===== config.mk =====
export PLATFORM = sky130hd
export DESIGN_NAME = rsc_top
export DESIGN_NICKNAME = d
export VERILOG_FILES = /design/src/hw/rsc_pkg.sv /design/src/hw/rsc_tmr_if.sv /design/src/hw/rsc_delay_timer.sv /design/src/hw/rsc_top.sv
export VERILOG_INCLUDE_DIRS = /design/src /design/src/hw
export SDC_FILE = /design/constraint.sdc
export NUM_CORES = 1
export LEC_CHECK = 0
export ABC_AREA = 1
export BUFFER_PORTS_ARGS = -buffer_cell sky130_fd_sc_hd__buf_2
export CAP_MARGIN = 0
export CORE_AREA = 4 4 99 101
export CTS_CLUSTER_DIAMETER = 100
export DETAILED_ROUTE_END_ITERATION = 8
export DIE_AREA = 0 0 103 105
export HOLD_SLACK_MARGIN = 0.05
export SETUP_SLACK_MARGIN = 0.3
export SLEW_MARGIN = 20
export SYNTH_ARGS = -nofsm -noshare
export SYNTH_HDL_FRONTEND = slang
export SYNTH_HIERARCHICAL = 1
export SYNTH_SLANG_ARGS = --single-unit

===== constraint.sdc =====
create_clock -name sys_clk -period 5.65 [get_ports sys_clk]
set_input_delay 0.2825 -clock sys_clk [delete_from_list [all_inputs] [get_ports sys_clk]]
set_output_delay 0.2825 -clock sys_clk [all_outputs]
set_load 0.03 [all_outputs]

===== src/hw/rsc_map.svh =====
/*
  Register offsets, field positions, codes and delay counts of the
  reset source control block.
  Assumes a 50 MHz system clock and a 32-bit APB register bus.
*/
`ifndef RSC_MAP_SVH
`define RSC_MAP_SVH

// ==========================================================
// Register byte offsets
`define RSC_OFF_CTRL   8'h00
`define RSC_OFF_FLAGS  8'h04
`define RSC_OFF_STAT   8'h08

// ==========================================================
// Pin function codes and power-on value
`define RSC_CODE_GPIO  8'h55
`define RSC_CODE_PIN   8'haa
`define RSC_CTRL_POR   8'h55

// ==========================================================
// Cause flag bit positions
`define RSC_BIT_CONTROL_REG_RESET_FLAG   3
`define RSC_BIT_LOW_VOLTAGE_RESET_FLAG   2
`define RSC_BIT_WRF    0

// ==========================================================
// Timing: clock rate, delays in ns, derived cycle counts
`define RSC_CLK_MHZ     50
`define RSC_PIN_DLY_NS  16000
`define RSC_SOFT_DLY_NS 45000
`define RSC_PIN_DLY_CYC ((`RSC_PIN_DLY_NS * `RSC_CLK_MHZ + 999) / 1000)
`define RSC_SOFT_DLY_CYC ((`RSC_SOFT_DLY_NS * `RSC_CLK_MHZ + 999) / 1000)

`endif


===== src/hw/rsc_pkg.sv =====
/*
  Types shared by the reset source control modules.
  Assumes nothing beyond a SystemVerilog compiler.
*/
`default_nettype none

package rsc_pkg;
  // Sequencer states
  typedef enum logic [1:0] {
    ST_HOLD  = 2'b00,
    ST_DELAY = 2'b01,
    ST_RUN   = 2'b10
  } rsc_state_t;

  // Delay counter word
  typedef logic [11:0] rsc_cnt_t;
endpackage

`default_nettype wire


===== src/hw/rsc_tmr_if.sv =====
/*
  Handshake between the sequencer and one delay timer.
  Assumes both ends run on sys_clk.
*/
`default_nettype none

interface rsc_tmr_if;
  import rsc_pkg::*;
  logic     start;  // Load pulse
  rsc_cnt_t load;   // Cycles to run
  logic     busy;   // Counting
  logic     done;   // Last cycle pulse
  modport timer (input start, input load, output busy, output done);
  modport user  (output start, output load, input busy, input done);
endinterface

`default_nettype wire


===== src/hw/rsc_delay_timer.sv =====
/*
  One-shot down counter timing a reset delay.
  Assumes start is a one-cycle pulse from the sequencer.
*/
`default_nettype none

module rsc_delay_timer (
  // Clock and reset
  input wire logic sys_clk,
  input wire logic nrst,
  // Sequencer side
  rsc_tmr_if.timer tif
);
  import rsc_pkg::*;

  rsc_cnt_t cntQ;      // Remaining cycles
  rsc_cnt_t elapsedQ;  // Cycles since start, checking only
  rsc_cnt_t loadQ;     // Last load, checking only

  // ==========================================================
  // Counter; a new start reloads even while busy
  always_ff @(posedge sys_clk or negedge nrst) begin
    if (!nrst) begin
      cntQ <= 12'h000;
    end else if (tif.start) begin
      cntQ <= tif.load;
    end else if (cntQ != 12'h000) begin
      cntQ <= cntQ - 12'h001;
    end
  end

  assign tif.busy = (cntQ != 12'h000);
  assign tif.done = (cntQ == 12'h001);

  // Helper counters for the exact-length check
  always_ff @(posedge sys_clk or negedge nrst) begin
    if (!nrst) begin
      elapsedQ <= 12'h000;
      loadQ    <= 12'h000;
    end else if (tif.start) begin
      elapsedQ <= 12'h000;
      loadQ    <= tif.load;
    end else if (tif.busy) begin
      elapsedQ <= elapsedQ + 12'h001;
    end
  end

  AST_TMR_EXACT: assert property (@(posedge sys_clk) disable iff (!nrst)
    tif.done |-> elapsedQ == 12'(loadQ - 12'h001))
    else $error("delay timer ended at wrong count");

endmodule // rsc_delay_timer

`default_nettype wire


===== src/hw/rsc_top.sv =====
/*
  Reset source control: merges power-on, pin, low-voltage and
  watchdog resets into one core reset, owns the pin function
  control register and the reset cause flags, reached over APB.
  Assumes the watchdog reports overflow and bad-code resets as
  one-cycle pulses on sys_clk; the pin and low-voltage detector
  are asynchronous.
*/
`default_nettype none
`include "rsc_map.svh"

module rsc_top (
  // Clock and power-on reset
  input  wire logic        sys_clk,
  input  wire logic        nrst,
  // APB slave
  input  wire logic        psel,
  input  wire logic        penable,
  input  wire logic        pwrite,
  input  wire logic [7:0]  paddr,
  input  wire logic [31:0] pwdata,
  output logic      [31:0] prdata,
  output logic             pready,
  output logic             pslverr,
  // Reset sources
  input  wire logic        resetPinIn,
  input  wire logic        lowVoltIn,
  input  wire logic        wdtOverflow,
  input  wire logic        wdtCodeReset,
  input  wire logic        cpuSleep,
  // Reset results
  output logic             coreRst,
  output logic             porRst,
  output logic             portInit,
  output logic             pinIsReset
);
  import rsc_pkg::*;

  // ==========================================================
  // Declarations
  rsc_state_t  stateQ, stateD;   // Sequencer state
  logic [7:0]  ctrlQ, ctrlD;     // Pin function control
  logic        rstfQ, lvrfQ, wrfQ; // Cause flags
  logic        warmQ;            // Current reset is warm
  logic        pinS1Q, pinS2Q;   // Pin synchroniser
  logic        lvS1Q, lvS2Q;     // Low-voltage synchroniser
  logic        coreRstQ, porRstQ, portInitQ, pinIsRstQ;
  logic [31:0] prdataQ;
  logic        preadyQ, pslverrQ;
  logic        pinStart;         // Start of pin delay

  rsc_tmr_if pinTif ();          // Post-reset delay timer
  rsc_tmr_if softTif ();         // Software reset delay timer

  // ==========================================================
  // Input synchronisers; pin idles high
  always_ff @(posedge sys_clk or negedge nrst) begin
    if (!nrst) begin
      pinS1Q <= 1'b1;
      pinS2Q <= 1'b1;
      lvS1Q  <= 1'b0;
      lvS2Q  <= 1'b0;
    end else begin
      pinS1Q <= resetPinIn;
      pinS2Q <= pinS1Q;
      lvS1Q  <= lowVoltIn;
      lvS2Q  <= lvS1Q;
    end
  end

  // ==========================================================
  // Reset source merge
  // two valid codes only
  wire ctrlInvalid = (ctrlQ != `RSC_CODE_GPIO) && (ctrlQ != `RSC_CODE_PIN);
  wire pinRst   = pinIsRstQ && !pinS2Q;
  wire softDone = softTif.done;
  wire holdSrc  = pinRst || lvS2Q;
  wire evtSrc   = wdtOverflow || wdtCodeReset || softDone;
  wire trig     = holdSrc || evtSrc;
  // Warm only if watchdog overflow in sleep and nothing else
  wire warmOnly = wdtOverflow && cpuSleep && !holdSrc && !wdtCodeReset
                  && !softDone;
  wire warmD    = trig ? (warmOnly && (stateQ == ST_RUN || warmQ)) : warmQ;

  // ==========================================================
  // Sequencer next state
  always_comb begin
    stateD   = stateQ;
    pinStart = 1'b0;
    if (trig) begin
      stateD = ST_HOLD;
    end else begin
      case (stateQ)
        ST_HOLD: begin
          stateD   = ST_DELAY;
          pinStart = 1'b1;
        end
        ST_DELAY: begin
          if (pinTif.done) begin
            stateD = ST_RUN;
          end
        end
        ST_RUN: begin
          stateD = ST_RUN;
        end
        default: begin
          stateD = ST_HOLD;
        end
      endcase
    end
  end

  assign pinTif.start = pinStart;
  assign pinTif.load  = 12'(`RSC_PIN_DLY_CYC);

  assign softTif.start = (stateQ == ST_RUN) && ctrlInvalid
                         && !softTif.busy && !trig;
  assign softTif.load  = 12'(`RSC_SOFT_DLY_CYC);

  // Delay timers
  rsc_delay_timer u_pin_tmr (
    .sys_clk (sys_clk),
    .nrst    (nrst),
    .tif     (pinTif.timer)
  );

  rsc_delay_timer u_soft_tmr (
    .sys_clk (sys_clk),
    .nrst    (nrst),
    .tif     (softTif.timer)
  );

  // ==========================================================
  // APB decode; one wait state before pready
  wire apbAcc   = psel && penable;
  wire ansStep  = apbAcc && !preadyQ;
  wire wrDo     = apbAcc && preadyQ && pwrite;
  wire hitCtrl  = (paddr == `RSC_OFF_CTRL);
  wire hitFlags = (paddr == `RSC_OFF_FLAGS);
  wire hitStat  = (paddr == `RSC_OFF_STAT);
  wire hitAny   = hitCtrl || hitFlags || hitStat;
  wire wrCtrl   = wrDo && hitCtrl;
  wire wrFlags  = wrDo && hitFlags;
  wire runEntry = (stateQ != ST_RUN) && (stateD == ST_RUN);

  wire [7:0] flagsRd = {4'h0, rstfQ, lvrfQ, 1'b0, wrfQ};
  wire [7:0] statRd  = {3'h0, softTif.busy, warmQ, porRstQ, coreRstQ, pinIsRstQ};
  wire [7:0] rdMux   = hitCtrl  ? ctrlQ :
                       hitFlags ? flagsRd :
                       hitStat  ? statRd : 8'h00;

  // APB answer registers
  always_ff @(posedge sys_clk or negedge nrst) begin
    if (!nrst) begin
      preadyQ  <= 1'b0;
      prdataQ  <= 32'h0000_0000;
      pslverrQ <= 1'b0;
    end else begin
      preadyQ  <= ansStep;
      prdataQ  <= (ansStep && !pwrite) ? {24'h000000, rdMux} : 32'h0000_0000;
      pslverrQ <= ansStep && !hitAny;
    end
  end

  // ==========================================================
  // Control register next value
  // restore on leaving a non-warm reset
  assign ctrlD = (runEntry && !warmQ) ? `RSC_CTRL_POR :
                 wrCtrl ? pwdata[7:0] : ctrlQ;

  always_ff @(posedge sys_clk or negedge nrst) begin
    if (!nrst) begin
      ctrlQ <= `RSC_CTRL_POR;
    end else begin
      ctrlQ <= ctrlD;
    end
  end

  // ==========================================================
  // Cause flags; set wins over a clearing write
  always_ff @(posedge sys_clk or negedge nrst) begin
    if (!nrst) begin
      rstfQ <= 1'b0;
      lvrfQ <= 1'b0;
      wrfQ  <= 1'b0;
    end else begin
      // cleared only by a zero write
      rstfQ <= softDone || (rstfQ && !(wrFlags && !pwdata[`RSC_BIT_CONTROL_REG_RESET_FLAG]));
      lvrfQ <= lvS2Q || (lvrfQ && !(wrFlags && !pwdata[`RSC_BIT_LOW_VOLTAGE_RESET_FLAG]));
      wrfQ  <= wdtCodeReset || (wrfQ && !(wrFlags && !pwdata[`RSC_BIT_WRF]));
    end
  end

  // ==========================================================
  // Sequencer and reset outputs
  always_ff @(posedge sys_clk or negedge nrst) begin
    if (!nrst) begin
      stateQ    <= ST_HOLD;
      warmQ     <= 1'b0;
      coreRstQ  <= 1'b1;
      porRstQ   <= 1'b1;
      portInitQ <= 1'b1;
      pinIsRstQ <= 1'b0;
    end else begin
      stateQ    <= stateD;
      warmQ     <= warmD;
      coreRstQ  <= (stateD != ST_RUN);
      porRstQ   <= porRstQ && (stateD != ST_RUN);
      portInitQ <= (stateD != ST_RUN) && !warmD;
      pinIsRstQ <= (ctrlD == `RSC_CODE_PIN);
    end
  end

  assign coreRst    = coreRstQ;
  assign porRst     = porRstQ;
  assign portInit   = portInitQ;
  assign pinIsReset = pinIsRstQ;
  assign prdata     = prdataQ;
  assign pready     = preadyQ;
  assign pslverr    = pslverrQ;

  // ==========================================================
  // Checks
  // pin low forces core reset when pin is set to the reset function
  AST_PIN_HOLD: assert property (@(posedge sys_clk) disable iff (!nrst)
    pinRst |=> coreRstQ)
    else $error("selected pin low did not hold core reset");

  AST_REL_DELAY: assert property (@(posedge sys_clk) disable iff (!nrst)
    $fell(coreRstQ) |-> $past(stateQ) == ST_DELAY && $past(pinTif.done))
    else $error("core reset released without delay");

  AST_CODE_SEL: assert property (@(posedge sys_clk) disable iff (!nrst)
    (wrCtrl && !(runEntry && !warmQ)) |=> pinIsRstQ == ($past(pwdata[7:0]) == `RSC_CODE_PIN))
    else $error("pin function does not match control code");

  AST_SOFT_START: assert property (@(posedge sys_clk) disable iff (!nrst)
    (stateQ == ST_RUN && ctrlInvalid && !trig && !softTif.busy)
    |=> softTif.busy)
    else $error("invalid code did not start soft delay");

  // soft reset sets flag and resets
  AST_CONTROL_REG_RESET_FLAG_SET: assert property (@(posedge sys_clk) disable iff (!nrst)
    softDone |=> rstfQ && coreRstQ)
    else $error("soft reset flag or reset missing");

  // flag clears only by zero write
  AST_CONTROL_REG_RESET_FLAG_CLR: assert property (@(posedge sys_clk) disable iff (!nrst)
    $fell(rstfQ) |-> $past(wrFlags) && !$past(pwdata[`RSC_BIT_CONTROL_REG_RESET_FLAG]))
    else $error("control reset flag cleared without write");

  AST_LOW_VOLTAGE_RESET_FLAG_SET: assert property (@(posedge sys_clk) disable iff (!nrst)
    lvS2Q |=> lvrfQ && coreRstQ)
    else $error("low voltage flag or reset missing");

  // bad watchdog code sets its flag
  AST_WRF_SET: assert property (@(posedge sys_clk) disable iff (!nrst)
    wdtCodeReset |=> wrfQ ##1 coreRstQ)
    else $error("watchdog code flag or reset missing");

  AST_CTRL_RST: assert property (@(posedge sys_clk) disable iff (!nrst)
    (runEntry && !warmQ) |=> ctrlQ == `RSC_CTRL_POR)
    else $error("control register not restored after reset");

  AST_RSVD_ZERO: assert property (@(posedge sys_clk) disable iff (!nrst)
    (ansStep && !pwrite && hitFlags) |=> prdataQ[7:4] == 4'h0 && !prdataQ[1])
    else $error("reserved flag bits read nonzero");

  AST_PORT_INIT: assert property (@(posedge sys_clk) disable iff (!nrst)
    (coreRstQ && !warmQ) |-> portInitQ)
    else $error("cold reset did not force port init");

  AST_POR_ONCE: assert property (@(posedge sys_clk) disable iff (!nrst)
    !porRstQ |=> !porRstQ)
    else $error("power-on marker rose without power-on");

  AST_WDT_RST: assert property (@(posedge sys_clk) disable iff (!nrst)
    wdtOverflow |=> coreRstQ)
    else $error("watchdog overflow did not reset core");

  AST_PIN_IGNORED: assert property (@(posedge sys_clk) disable iff (!nrst)
    (stateQ == ST_RUN && !pinIsRstQ && !lvS2Q && !evtSrc) |=> !coreRstQ)
    else $error("core reset without an active source");

  AST_CONTROL_REG_RESET_FLAG_KEEP: assert property (@(posedge sys_clk) disable iff (!nrst)
    (wrFlags && pwdata[`RSC_BIT_CONTROL_REG_RESET_FLAG]) |=> rstfQ == ($past(rstfQ) || $past(softDone)))
    else $error("control reset flag changed by a one write");

  // low voltage flag cleared by write only
  AST_LOW_VOLTAGE_RESET_FLAG_CLR: assert property (@(posedge sys_clk) disable iff (!nrst)
    $fell(lvrfQ) |-> $past(wrFlags) && !$past(pwdata[`RSC_BIT_LOW_VOLTAGE_RESET_FLAG]))
    else $error("low voltage flag cleared without write");

  // watchdog code flag cleared by write only
  AST_WRF_CLR: assert property (@(posedge sys_clk) disable iff (!nrst)
    $fell(wrfQ) |-> $past(wrFlags) && !$past(pwdata[`RSC_BIT_WRF]))
    else $error("watchdog code flag cleared without write");

endmodule // rsc_top

`default_nettype wire


Word-level counts from Yosys, hierarchy flattened
Cells that the tools add are included.
{"block": "totals", "regBits": 56}
{"block": "classes", "n_addsub": 2, "eq_ne": 12, "mux": 16, "n_reduce_logical": 61}
{"op": "12-bit two-way mux", "count": 4}
{"op": "8-bit two-way mux", "count": 4}
{"op": "1-bit logical AND", "count": 28}
{"op": "12-bit by 1-bit == test with 1-bit output (second input constant)", "count": 2}
{"op": "12-bit nonzero test", "count": 2}
{"op": "12-bit by 1-bit subtractor with 12-bit output (second input constant)", "count": 2}
{"op": "1-bit zero test", "count": 17}
{"op": "1-bit logical OR", "count": 10}
{"op": "5-bit two-way mux", "count": 2}
{"op": "8-bit by 3-bit == test with 1-bit output (second input constant)", "count": 1}
{"op": "8-bit by 4-bit == test with 1-bit output (second input constant)", "count": 1}
{"op": "8-bit == test (second input constant)", "count": 1}
{"op": "8-bit zero test", "count": 1}
{"op": "8-bit by 7-bit != test with 1-bit output (second input constant)", "count": 1}
{"op": "8-bit != test (second input constant)", "count": 1}
{"op": "2-bit case mux with 3 select lines", "count": 1}
{"op": "2-bit == test (second input constant)", "count": 2}
{"op": "2-bit two-way mux", "count": 2}
{"op": "2-bit != test (second input constant)", "count": 2}
{"op": "2-bit nonzero test", "count": 2}
{"op": "1-bit two-way mux", "count": 3}
{"op": "2-bit by 1-bit == test with 1-bit output (second input constant)", "count": 1}
{"op": "2-bit zero test", "count": 1}

Depth between registers and ports, before layout
Gate-level depths: netlist of run 1.
{"block": "depth", "depth_word": 11, "mapped_depth": 13}

Hierarchy
Netlist of run 1, hierarchy kept.
{"mod": "rsc_delay_timer", "instances": 2, "cells_per_inst": 128, "area_each_um2": 867.1, "seq_area_each_um2": 300.3}
{"mod": "rsc_top", "instances": 1, "cells_per_inst": 197, "area_each_um2": 1660.3, "seq_area_each_um2": 812.0}

Least setup slack after synthesis of run 1
Ideal clock, no wire load.
{"block": "synth_timing", "kind": "register to register", "startpoint": "register u_soft_tmr.cntQ[1]", "endpoint": "register u_soft_tmr.cntQ[8]", "arrival_ns": 2.162, "setup_slack_ns": 3.373, "stages_incl_launch_ff": 13, "path_buffers": 0, "path_cell_list": "dfrtp_1 -> inv_1 -> ha_1 -> nor3b_1 -> nor2_1 -> nand2_1 -> nor2_2 -> inv_1 -> nor3_1 -> inv_1 -> or2_1 -> nand2_1 -> nor2_1"}
{"block": "synth_between", "elab_chain_cells": 6, "word_cells_on_any_way": 12}
{"element": "from (decl)", "line_no": "rsc_delay_timer.sv:16", "rtl": "rsc_cnt_t cntQ;"}
{"element": "from (signal assigned)", "line_no": "rsc_delay_timer.sv:26", "rtl": "cntQ <= tif.load;"}
{"element": "from (signal assigned)", "line_no": "rsc_delay_timer.sv:28", "rtl": "cntQ <= cntQ - 12'h001;"}
{"element": "12-bit by 1-bit == test with 1-bit output (*)", "line_no": "rsc_delay_timer.sv:33", "rtl": "assign tif.done = (cntQ == 12'h001);"}
{"element": "named net softDone", "line_no": "rsc_top.sv:76", "rtl": "wire softDone = softTif.done;"}
{"element": "1-bit logical OR (*)", "line_no": "rsc_top.sv:78", "rtl": "wire evtSrc = wdtOverflow || wdtCodeReset || softDone;"}
{"element": "1-bit logical OR (*)", "line_no": "rsc_top.sv:79", "rtl": "wire trig = holdSrc || evtSrc;"}
{"element": "1-bit zero test (*)", "line_no": "rsc_top.sv:117", "rtl": "&& !softTif.busy && !trig;"}
{"element": "1-bit logical AND (*)", "line_no": "rsc_top.sv:117"}
{"element": "named net softTif.start", "line_no": "rsc_tmr_if.sv:9", "rtl": "logic start;"}
{"element": "12-bit two-way mux / 2-bit nonzero test (equally long branches)"}
Mark *: on every way through the listed nets, which the timed path passes. The rest lies on a longest branch. The select of a mux whose other input is x is not followed.
A chain may end at the register's enable or synchronous reset.

Worst setup path in the final report of run 1
Ends and elaborated chain as after synthesis.

==> results of run 1 <==
flip-flops by register name (all words and copies together) (netlist names):
signal	flops
portInit	1
coreRst	1
pready	1
u_pin_tmr/cntQ	12
lvS1Q	1
prdata	8
pslverr	1
wrfQ	1
rstfQ	1
lvS2Q	1
lvrfQ	1
stateQ	2
pinS2Q	1
pinIsReset	1
warmQ	1
ctrlQ	8
pinS1Q	1
porRst	1
u_soft_tmr/cntQ	12
cell usage in the layout, fill, tap and decap left out:
| master | instances |
|---|---|
| a21oi_1 | 3 |
| buf_2 | 39 |
| buf_4 | 3 |
| bufinv_16 | 2 |
| clkbuf_1 | 1 |
| clkbuf_8 | 5 |
| conb_1 | 48 |
| dfrtp_1 | 47 |
| dfstp_2 | 9 |
| ha_1 | 6 |
| inv_1 | 54 |
| inv_2 | 1 |
| nand2_1 | 129 |
| nand2_2 | 1 |
| nand2_4 | 4 |
| nand3_1 | 34 |
| nand3_2 | 3 |
| nand3_4 | 2 |
| nand3b_1 | 3 |
| nand4_1 | 4 |
| nor2_1 | 54 |
| nor2_2 | 16 |
| nor2_4 | 7 |
| nor3_1 | 7 |
| nor3b_1 | 2 |
| nor4_1 | 2 |
| nor4_4 | 1 |
| o211ai_1 | 1 |
| o21ai_0 | 20 |
| o21ai_1 | 6 |
| o31ai_1 | 1 |
| or2_1 | 2 |
| or2_4 | 2 |
| xnor2_1 | 2 |
layer usage:
| metal | up-vias | GRT usage | share of wire |
|---|---|---|---|
| li1 | 1472 | - | - |
| met1 | 1296 | 0.1846 | 0.48 |
| met2 | 63 | 0.2186 | 0.47 |
| met3 | 2 | 0.02603 | 0.049 |
| met4 | 0 | 0.02498 | 0.0043 |
| met5 | - | 0 | 0 |
power by group:
group / switching [uW] / internal (uW) / leakage (uW) / total, uW
Clock: 130 / 177 / 0.0000654 / 307
Combinational: 308 / 174 / 0.00129 / 481
Sequential: 88.1 / 486 / 0.000658 / 574
worst paths after layout:
path,endpoint
setup / recovery,u_soft_tmr/cntQ[8]
hold / removal,pinS1Q
setup reg to reg,u_soft_tmr/cntQ[8]
hold reg to reg,lvS2Q
max in group asynchronous,lvrfQ
min in group asynchronous,u_pin_tmr/cntQ[7]
final cells by class:
| class | instances | share of cell area |
|---|---|---|
| Clock buffer | 6 | 0.01883 |
| Clock inverter | 2 | 0.01558 |
| Inverter | 55 | 0.05355 |
| Multi-Input combinational cell | 360 | 0.4531 |
| Sequential cell | 56 | 0.3664 |
| Tap cell | 111 | 0.03603 |
| Timing Repair Buffer | 42 | 0.05648 |
stage by stage:
step                      instance area (um2)  std cells  setup WS [ns]
after detailed placement                 3722        624          3.351
after floorplan                          3563        498          3.373
after CTS                                3855        632          3.317
after global placement                   3722        624          3.351
after global routing                     3855        632          3.067
final                                    3855        632          3.315
==> results_dict.tcl, run 1 <==
set metrics [dict create \
    cts_buffers 5 \
    via_count 2833 \
    worst_path_most_repeated_cell "inv_1" \
    wl_per_cell_um 11.03 \
    setup-violations-final 0 \
    detail-route-antenna-nets 0 \
    status "complete, no violations" \
    clock_latency_ns 0.31 \
    area.sequential_um2 1413 \
    finalWirelength_mm 6.969 \
    cpMaxStageDelayCell "dfrtp_1" \
    num_rows 35 \
    grt_pass1_wl_mm 11.91 \
    yosysWarnings 6 \
    start_util 0.3759 \
    area_growth_pct 13.69 \
    cts_tree "built" \
    holdCritPathClass "input port to flop" \
    finalPower_uw 1362 \
    clk_pin_slew_ns 0.10 \
    finalSetupTns_ns 0 \
    clock-sinks 56 \
    die_area_um2 10820 \
    crit_buf_inv 4 \
    skew_ns 0.009743 \
    overflow 0 \
    nFillCells 924 \
    startpoint_type "flop" \
    synth_area_um2 3391 \
    fin_crit_sh 0.4133 \
    cts_buffer_depth 2 \
    finalHoldViolations 0 \
    dp_hpwl_mm 5.385 \
    crit_required_ns 5.86 \
    max_stage_delay_ns 0.35 \
    tightest_slew_ns 0.7039 \
    hold_start "resetPinIn" \
    leakage_uw 0.002013 \
    power_density_nw_per_um2 353.3 \
    multi_input_area_um2 1747 \
    drt_pass1_iterations 5 \
    post-route-util 0.4273 \
    drv_slew 0 \
    htreeDepth 2 \
    post_cts_buffers 0 \
    cts_root_buf "clkbuf_8" \
    hold_buffers 0 \
    worstPathMaxFanout 16 \
    worst-path-stages 13 \
    holdWs_ns 0.06600 \
    max_slew_margin 0.5307 \
    netlist_instances 452 \
    grt_pass1_vias 2704 \
    end_kind "flop" \
    drcViolationCount 0 \
    reg2reg_from "u_soft_tmr/cntQ[1]" \
    rsz0062_at_grt "no" \
    core_um2 9021 \
    avgSynthCellArea_um2 7.502 \
    grt_antenna_before_repair 0 \
    vdd_drop_max_v 0.0002321 \
    grt_max_degree 57 \
    crit_chain "inv_1 > ha_1 > nor3b_1 > nor2_1 > nand2_1 > nor2_2 > inv_1 > nor3_1 > buf_4 > inv_1 > or2_1 > nand2_1 > nor2_1" \
    cts.repair.resized 0 \
    cap_violations 0 \
    path_class "flop to flop" \
    first_iter_violations 113 \
    diodes 0 \
    arrival_ns 2.54 \
    io_pins 88 \
    clock.fmax_mhz 428.2 \
    die_w_um 103 \
    ff2ff_setup_slack_ns 3.31 \
    vias_per_cell 4.483 \
    grt_usage 0.1340 \
    place.gp.congestion 0.8635 \
    crit_path_start "u_soft_tmr/cntQ[1]" \
    hold-path-cell-count 1 \
    post_route_cells_drive_above_1_share 0.1823 \
    dieHeight_um 105 \
    path_delay_family "simple AND/OR/NAND/NOR gates" \
    rr_worst_depth 13 \
    nets 576 \
    port_buffers 39 \
    period_minus_slack_ns 2.335 \
]
Note: power is estimated with default switching activity, not from simulation.
==> inputs of run 2 (changes only) <==
--- a/config.mk
+++ b/config.mk
@@ -6,13 +6,13 @@
 export SDC_FILE = /design/constraint.sdc
 export NUM_CORES = 1
 export LEC_CHECK = 0
-export ABC_AREA = 1
+export ABC_AREA = 0
 export BUFFER_PORTS_ARGS = -buffer_cell sky130_fd_sc_hd__buf_2
 export CAP_MARGIN = 0
-export CORE_AREA = 4 4 99 101
+export CORE_AREA = 4 4 96 98
 export CTS_CLUSTER_DIAMETER = 100
 export DETAILED_ROUTE_END_ITERATION = 8
-export DIE_AREA = 0 0 103 105
+export DIE_AREA = 0 0 100 102
 export HOLD_SLACK_MARGIN = 0.05
 export SETUP_SLACK_MARGIN = 0.3
 export SLEW_MARGIN = 20
==> constraint.sdc (replaced) <==
create_clock -name sys_clk -period 2 [get_ports sys_clk]
set_input_delay 0.1 -clock sys_clk [delete_from_list [all_inputs] [get_ports sys_clk]]
set_output_delay 0.1 -clock sys_clk [all_outputs]
set_load 0.03 [all_outputs]
==> results_dict.tcl, run 2 <==
set metrics [dict create \
    io_pins 88 \
    yosys.cell_types.count 45 \
    synth_seq_cells 56 \
    rr_worst_depth 7 \
    clock.fmax_mhz 512.0 \
    grt_pass1_vias 2359 \
    cts_root_buf "clkbuf_8" \
    htreeDepth 2 \
    post_dp_cell_area_um2 3757 \
    holdCritPathClass "input port to flop" \
    finalPower_uw 2665 \
    first_iter_violations 49 \
    num_rows 34 \
    vias_per_cell 4.652 \
    ff2ff_setup_slack_ns 0.05 \
    setup-violations-final 0 \
    die_w_um 100 \
    finalWirelength_mm 6.853 \
    clock-sinks 56 \
    synth_top_area_frac 0.3659 \
    overflow 0 \
    synthTopCellsByCount "dfrtp_1, nand2_1, buf_4" \
    wl_per_cell_um 13.03 \
    synth-main-ff-cell "dfrtp_1" \
    cap_violations 0 \
    synth_area_um2 3214 \
    cts_tree "built" \
    synth_area_leaders "dfrtp_1, dfstp_2, buf_4" \
    dpl.cell_count 495 \
    startpoint_type "flop" \
    yosysWarnings 6 \
    seq_area_frac_synth 0.4395 \
    post_route_cells_drive_above_1_share 0.3732 \
    end_kind "flop" \
    netlist_instances 307 \
    place.gp.congestion 0.7621 \
    final_area_um2 4209 \
    reg_top3 "u_pin_tmr/cntQ x12, u_soft_tmr/cntQ x12" \
    synth.most_common_cell "dfrtp_1" \
    path_class "flop to flop" \
    finalSetupTns_ns 0 \
    power_density_nw_per_um2 633.1 \
    yosys.area.top_type "dfrtp_1" \
    leakage_uw 0.001946 \
    start_util 0.3797 \
    core_um2 8466 \
    crit_path_start "u_soft_tmr/cntQ[9]" \
    hold_start "pwdata[0]" \
    clock_latency_ns 0.31 \
    diodes 0 \
    arrival_ns 2.14 \
    grt_max_degree 57 \
    port_buffers 39 \
    crit_required_ns 2.19 \
    cts_buffer_depth 2 \
    ys_async_sr_fraction 1.000 \
    vdd_drop_max_v 0.0003094 \
    via_count 2447 \
    dp_hpwl_mm 4.945 \
    grt_antenna_before_repair 0 \
    clk_pin_slew_ns 0.10 \
    final_cells 526 \
    hold-path-cell-count 3 \
    final_cell_mix "conb_1, dfrtp_1, buf_2" \
    drt_pass1_iterations 4 \
    layout_commonest_cell "conb_1" \
    rsz0062_at_grt "yes" \
    cts_buffers 5 \
    fin_crit_sh 0.9765 \
    synth-edff-count 0 \
    area_growth_pct 30.95 \
    finalHoldViolations 0 \
    drv_slew 0 \
    avgSynthCellArea_um2 10.47 \
    detail-route-antenna-nets 0 \
    nets 473 \
    period_minus_slack_ns 1.953 \
    drcViolationCount 0 \
    reg2reg_from "u_soft_tmr/cntQ[9]" \
    status "complete, no violations" \
    dieHeight_um 102 \
    grt_pass1_wl_mm 11.16 \
    die_area_um2 10200 \
    skew_ns 0.01175 \
    grt_usage 0.1347 \
    worstPathMaxFanout 8 \
]
run 2: cell type report:
class	instances	area [um2]
fillers	811	4257
clock buffers	6	82.58
inverters	8	35.03
repair buffers	90	661.9
well taps	108	135.1
clock inverters	2	15.01
multi-input cells	256	1866
flip-flops and latches	56	1414
run 2: critical path, cell delays in order, from the launching register on:
cell	delay [ns]
dfrtp_1	0.43
nor4_4	0.35
and3_4	0.25
nor2_2	0.03
nor4b_4	0.13
and4b_2	0.24
buf_6	0.15
mux2_2	0.26
run 2: kinds of logic after synthesis:
kind of cell | after synthesis | synth area share
AND/OR/NAND/NOR | 132 | 0.2713
flip-flops | 56 | 0.4395
AO/OA/AOI/OAI | 42 | 0.09420
buffers and inverters | 41 | 0.08680
XOR/XNOR | 14 | 0.03815
multiplexers | 14 | 0.04438
adder cells (fa/ha/maj) | 6 | 0.02335
other | 2 | 0.002336
run 2: routing by layer:
metal | vias up | GRT usage | wire [um]
li1 | 1218 | - | -
met1 | 1163 | 0.1857 | 3182
met2 | 60 | 0.2150 | 3199
met3 | 6 | 0.02799 | 407
met4 | 0 | 0.04041 | 64
met5 | - | 0 | 0
run 2: final timing paths:
path | to
setup / recovery | u_soft_tmr/cntQ[1]
hold / removal | ctrlQ[0]
setup reg to reg | u_soft_tmr/cntQ[1]
hold reg to reg | lvS2Q
max in group asynchronous | pinS1Q
min in group asynchronous | ctrlQ[5]
run 2: power breakdown:
part | switching [uW] | internal [uW] | leakage (uW) | total [uW]
clock | 369 | 281 | 0.0000434 | 650
sequential | 147 | 1230 | 0.000687 | 1380
combinational | 320 | 314 | 0.00122 | 634
total | 836 | 1830 | 0.00195 | 2660
run 2: per-stage QoR:
stage | hold WS, ns | setup slack (ns) | util
after global routing | 0.07336 | -0.02313 | 0.4972
after floorplan | -0.1956 | 0.04038 | -
final | 0.06094 | 0.04693 | 0.4972
after detailed placement | 0.1276 | -0.02896 | 0.4438
after global placement | 0.1257 | -0.01651 | 0.4438
after CTS | 0.05594 | 0.06503 | 0.4762
run 2: what timing repair did:
| item | CTS | global route |
|---|---|---|
| pin swaps | 4 | 13 |
| cloned | 0 | 1 |
| endpoints found under the hold margin | 57 | 0 |
| endpoints found under the setup margin | 36 | 38 |
| gates resized for setup | 12 | 21 |
| hold buffers | 9 | 0 |
| setup buffers | 6 | 7 |
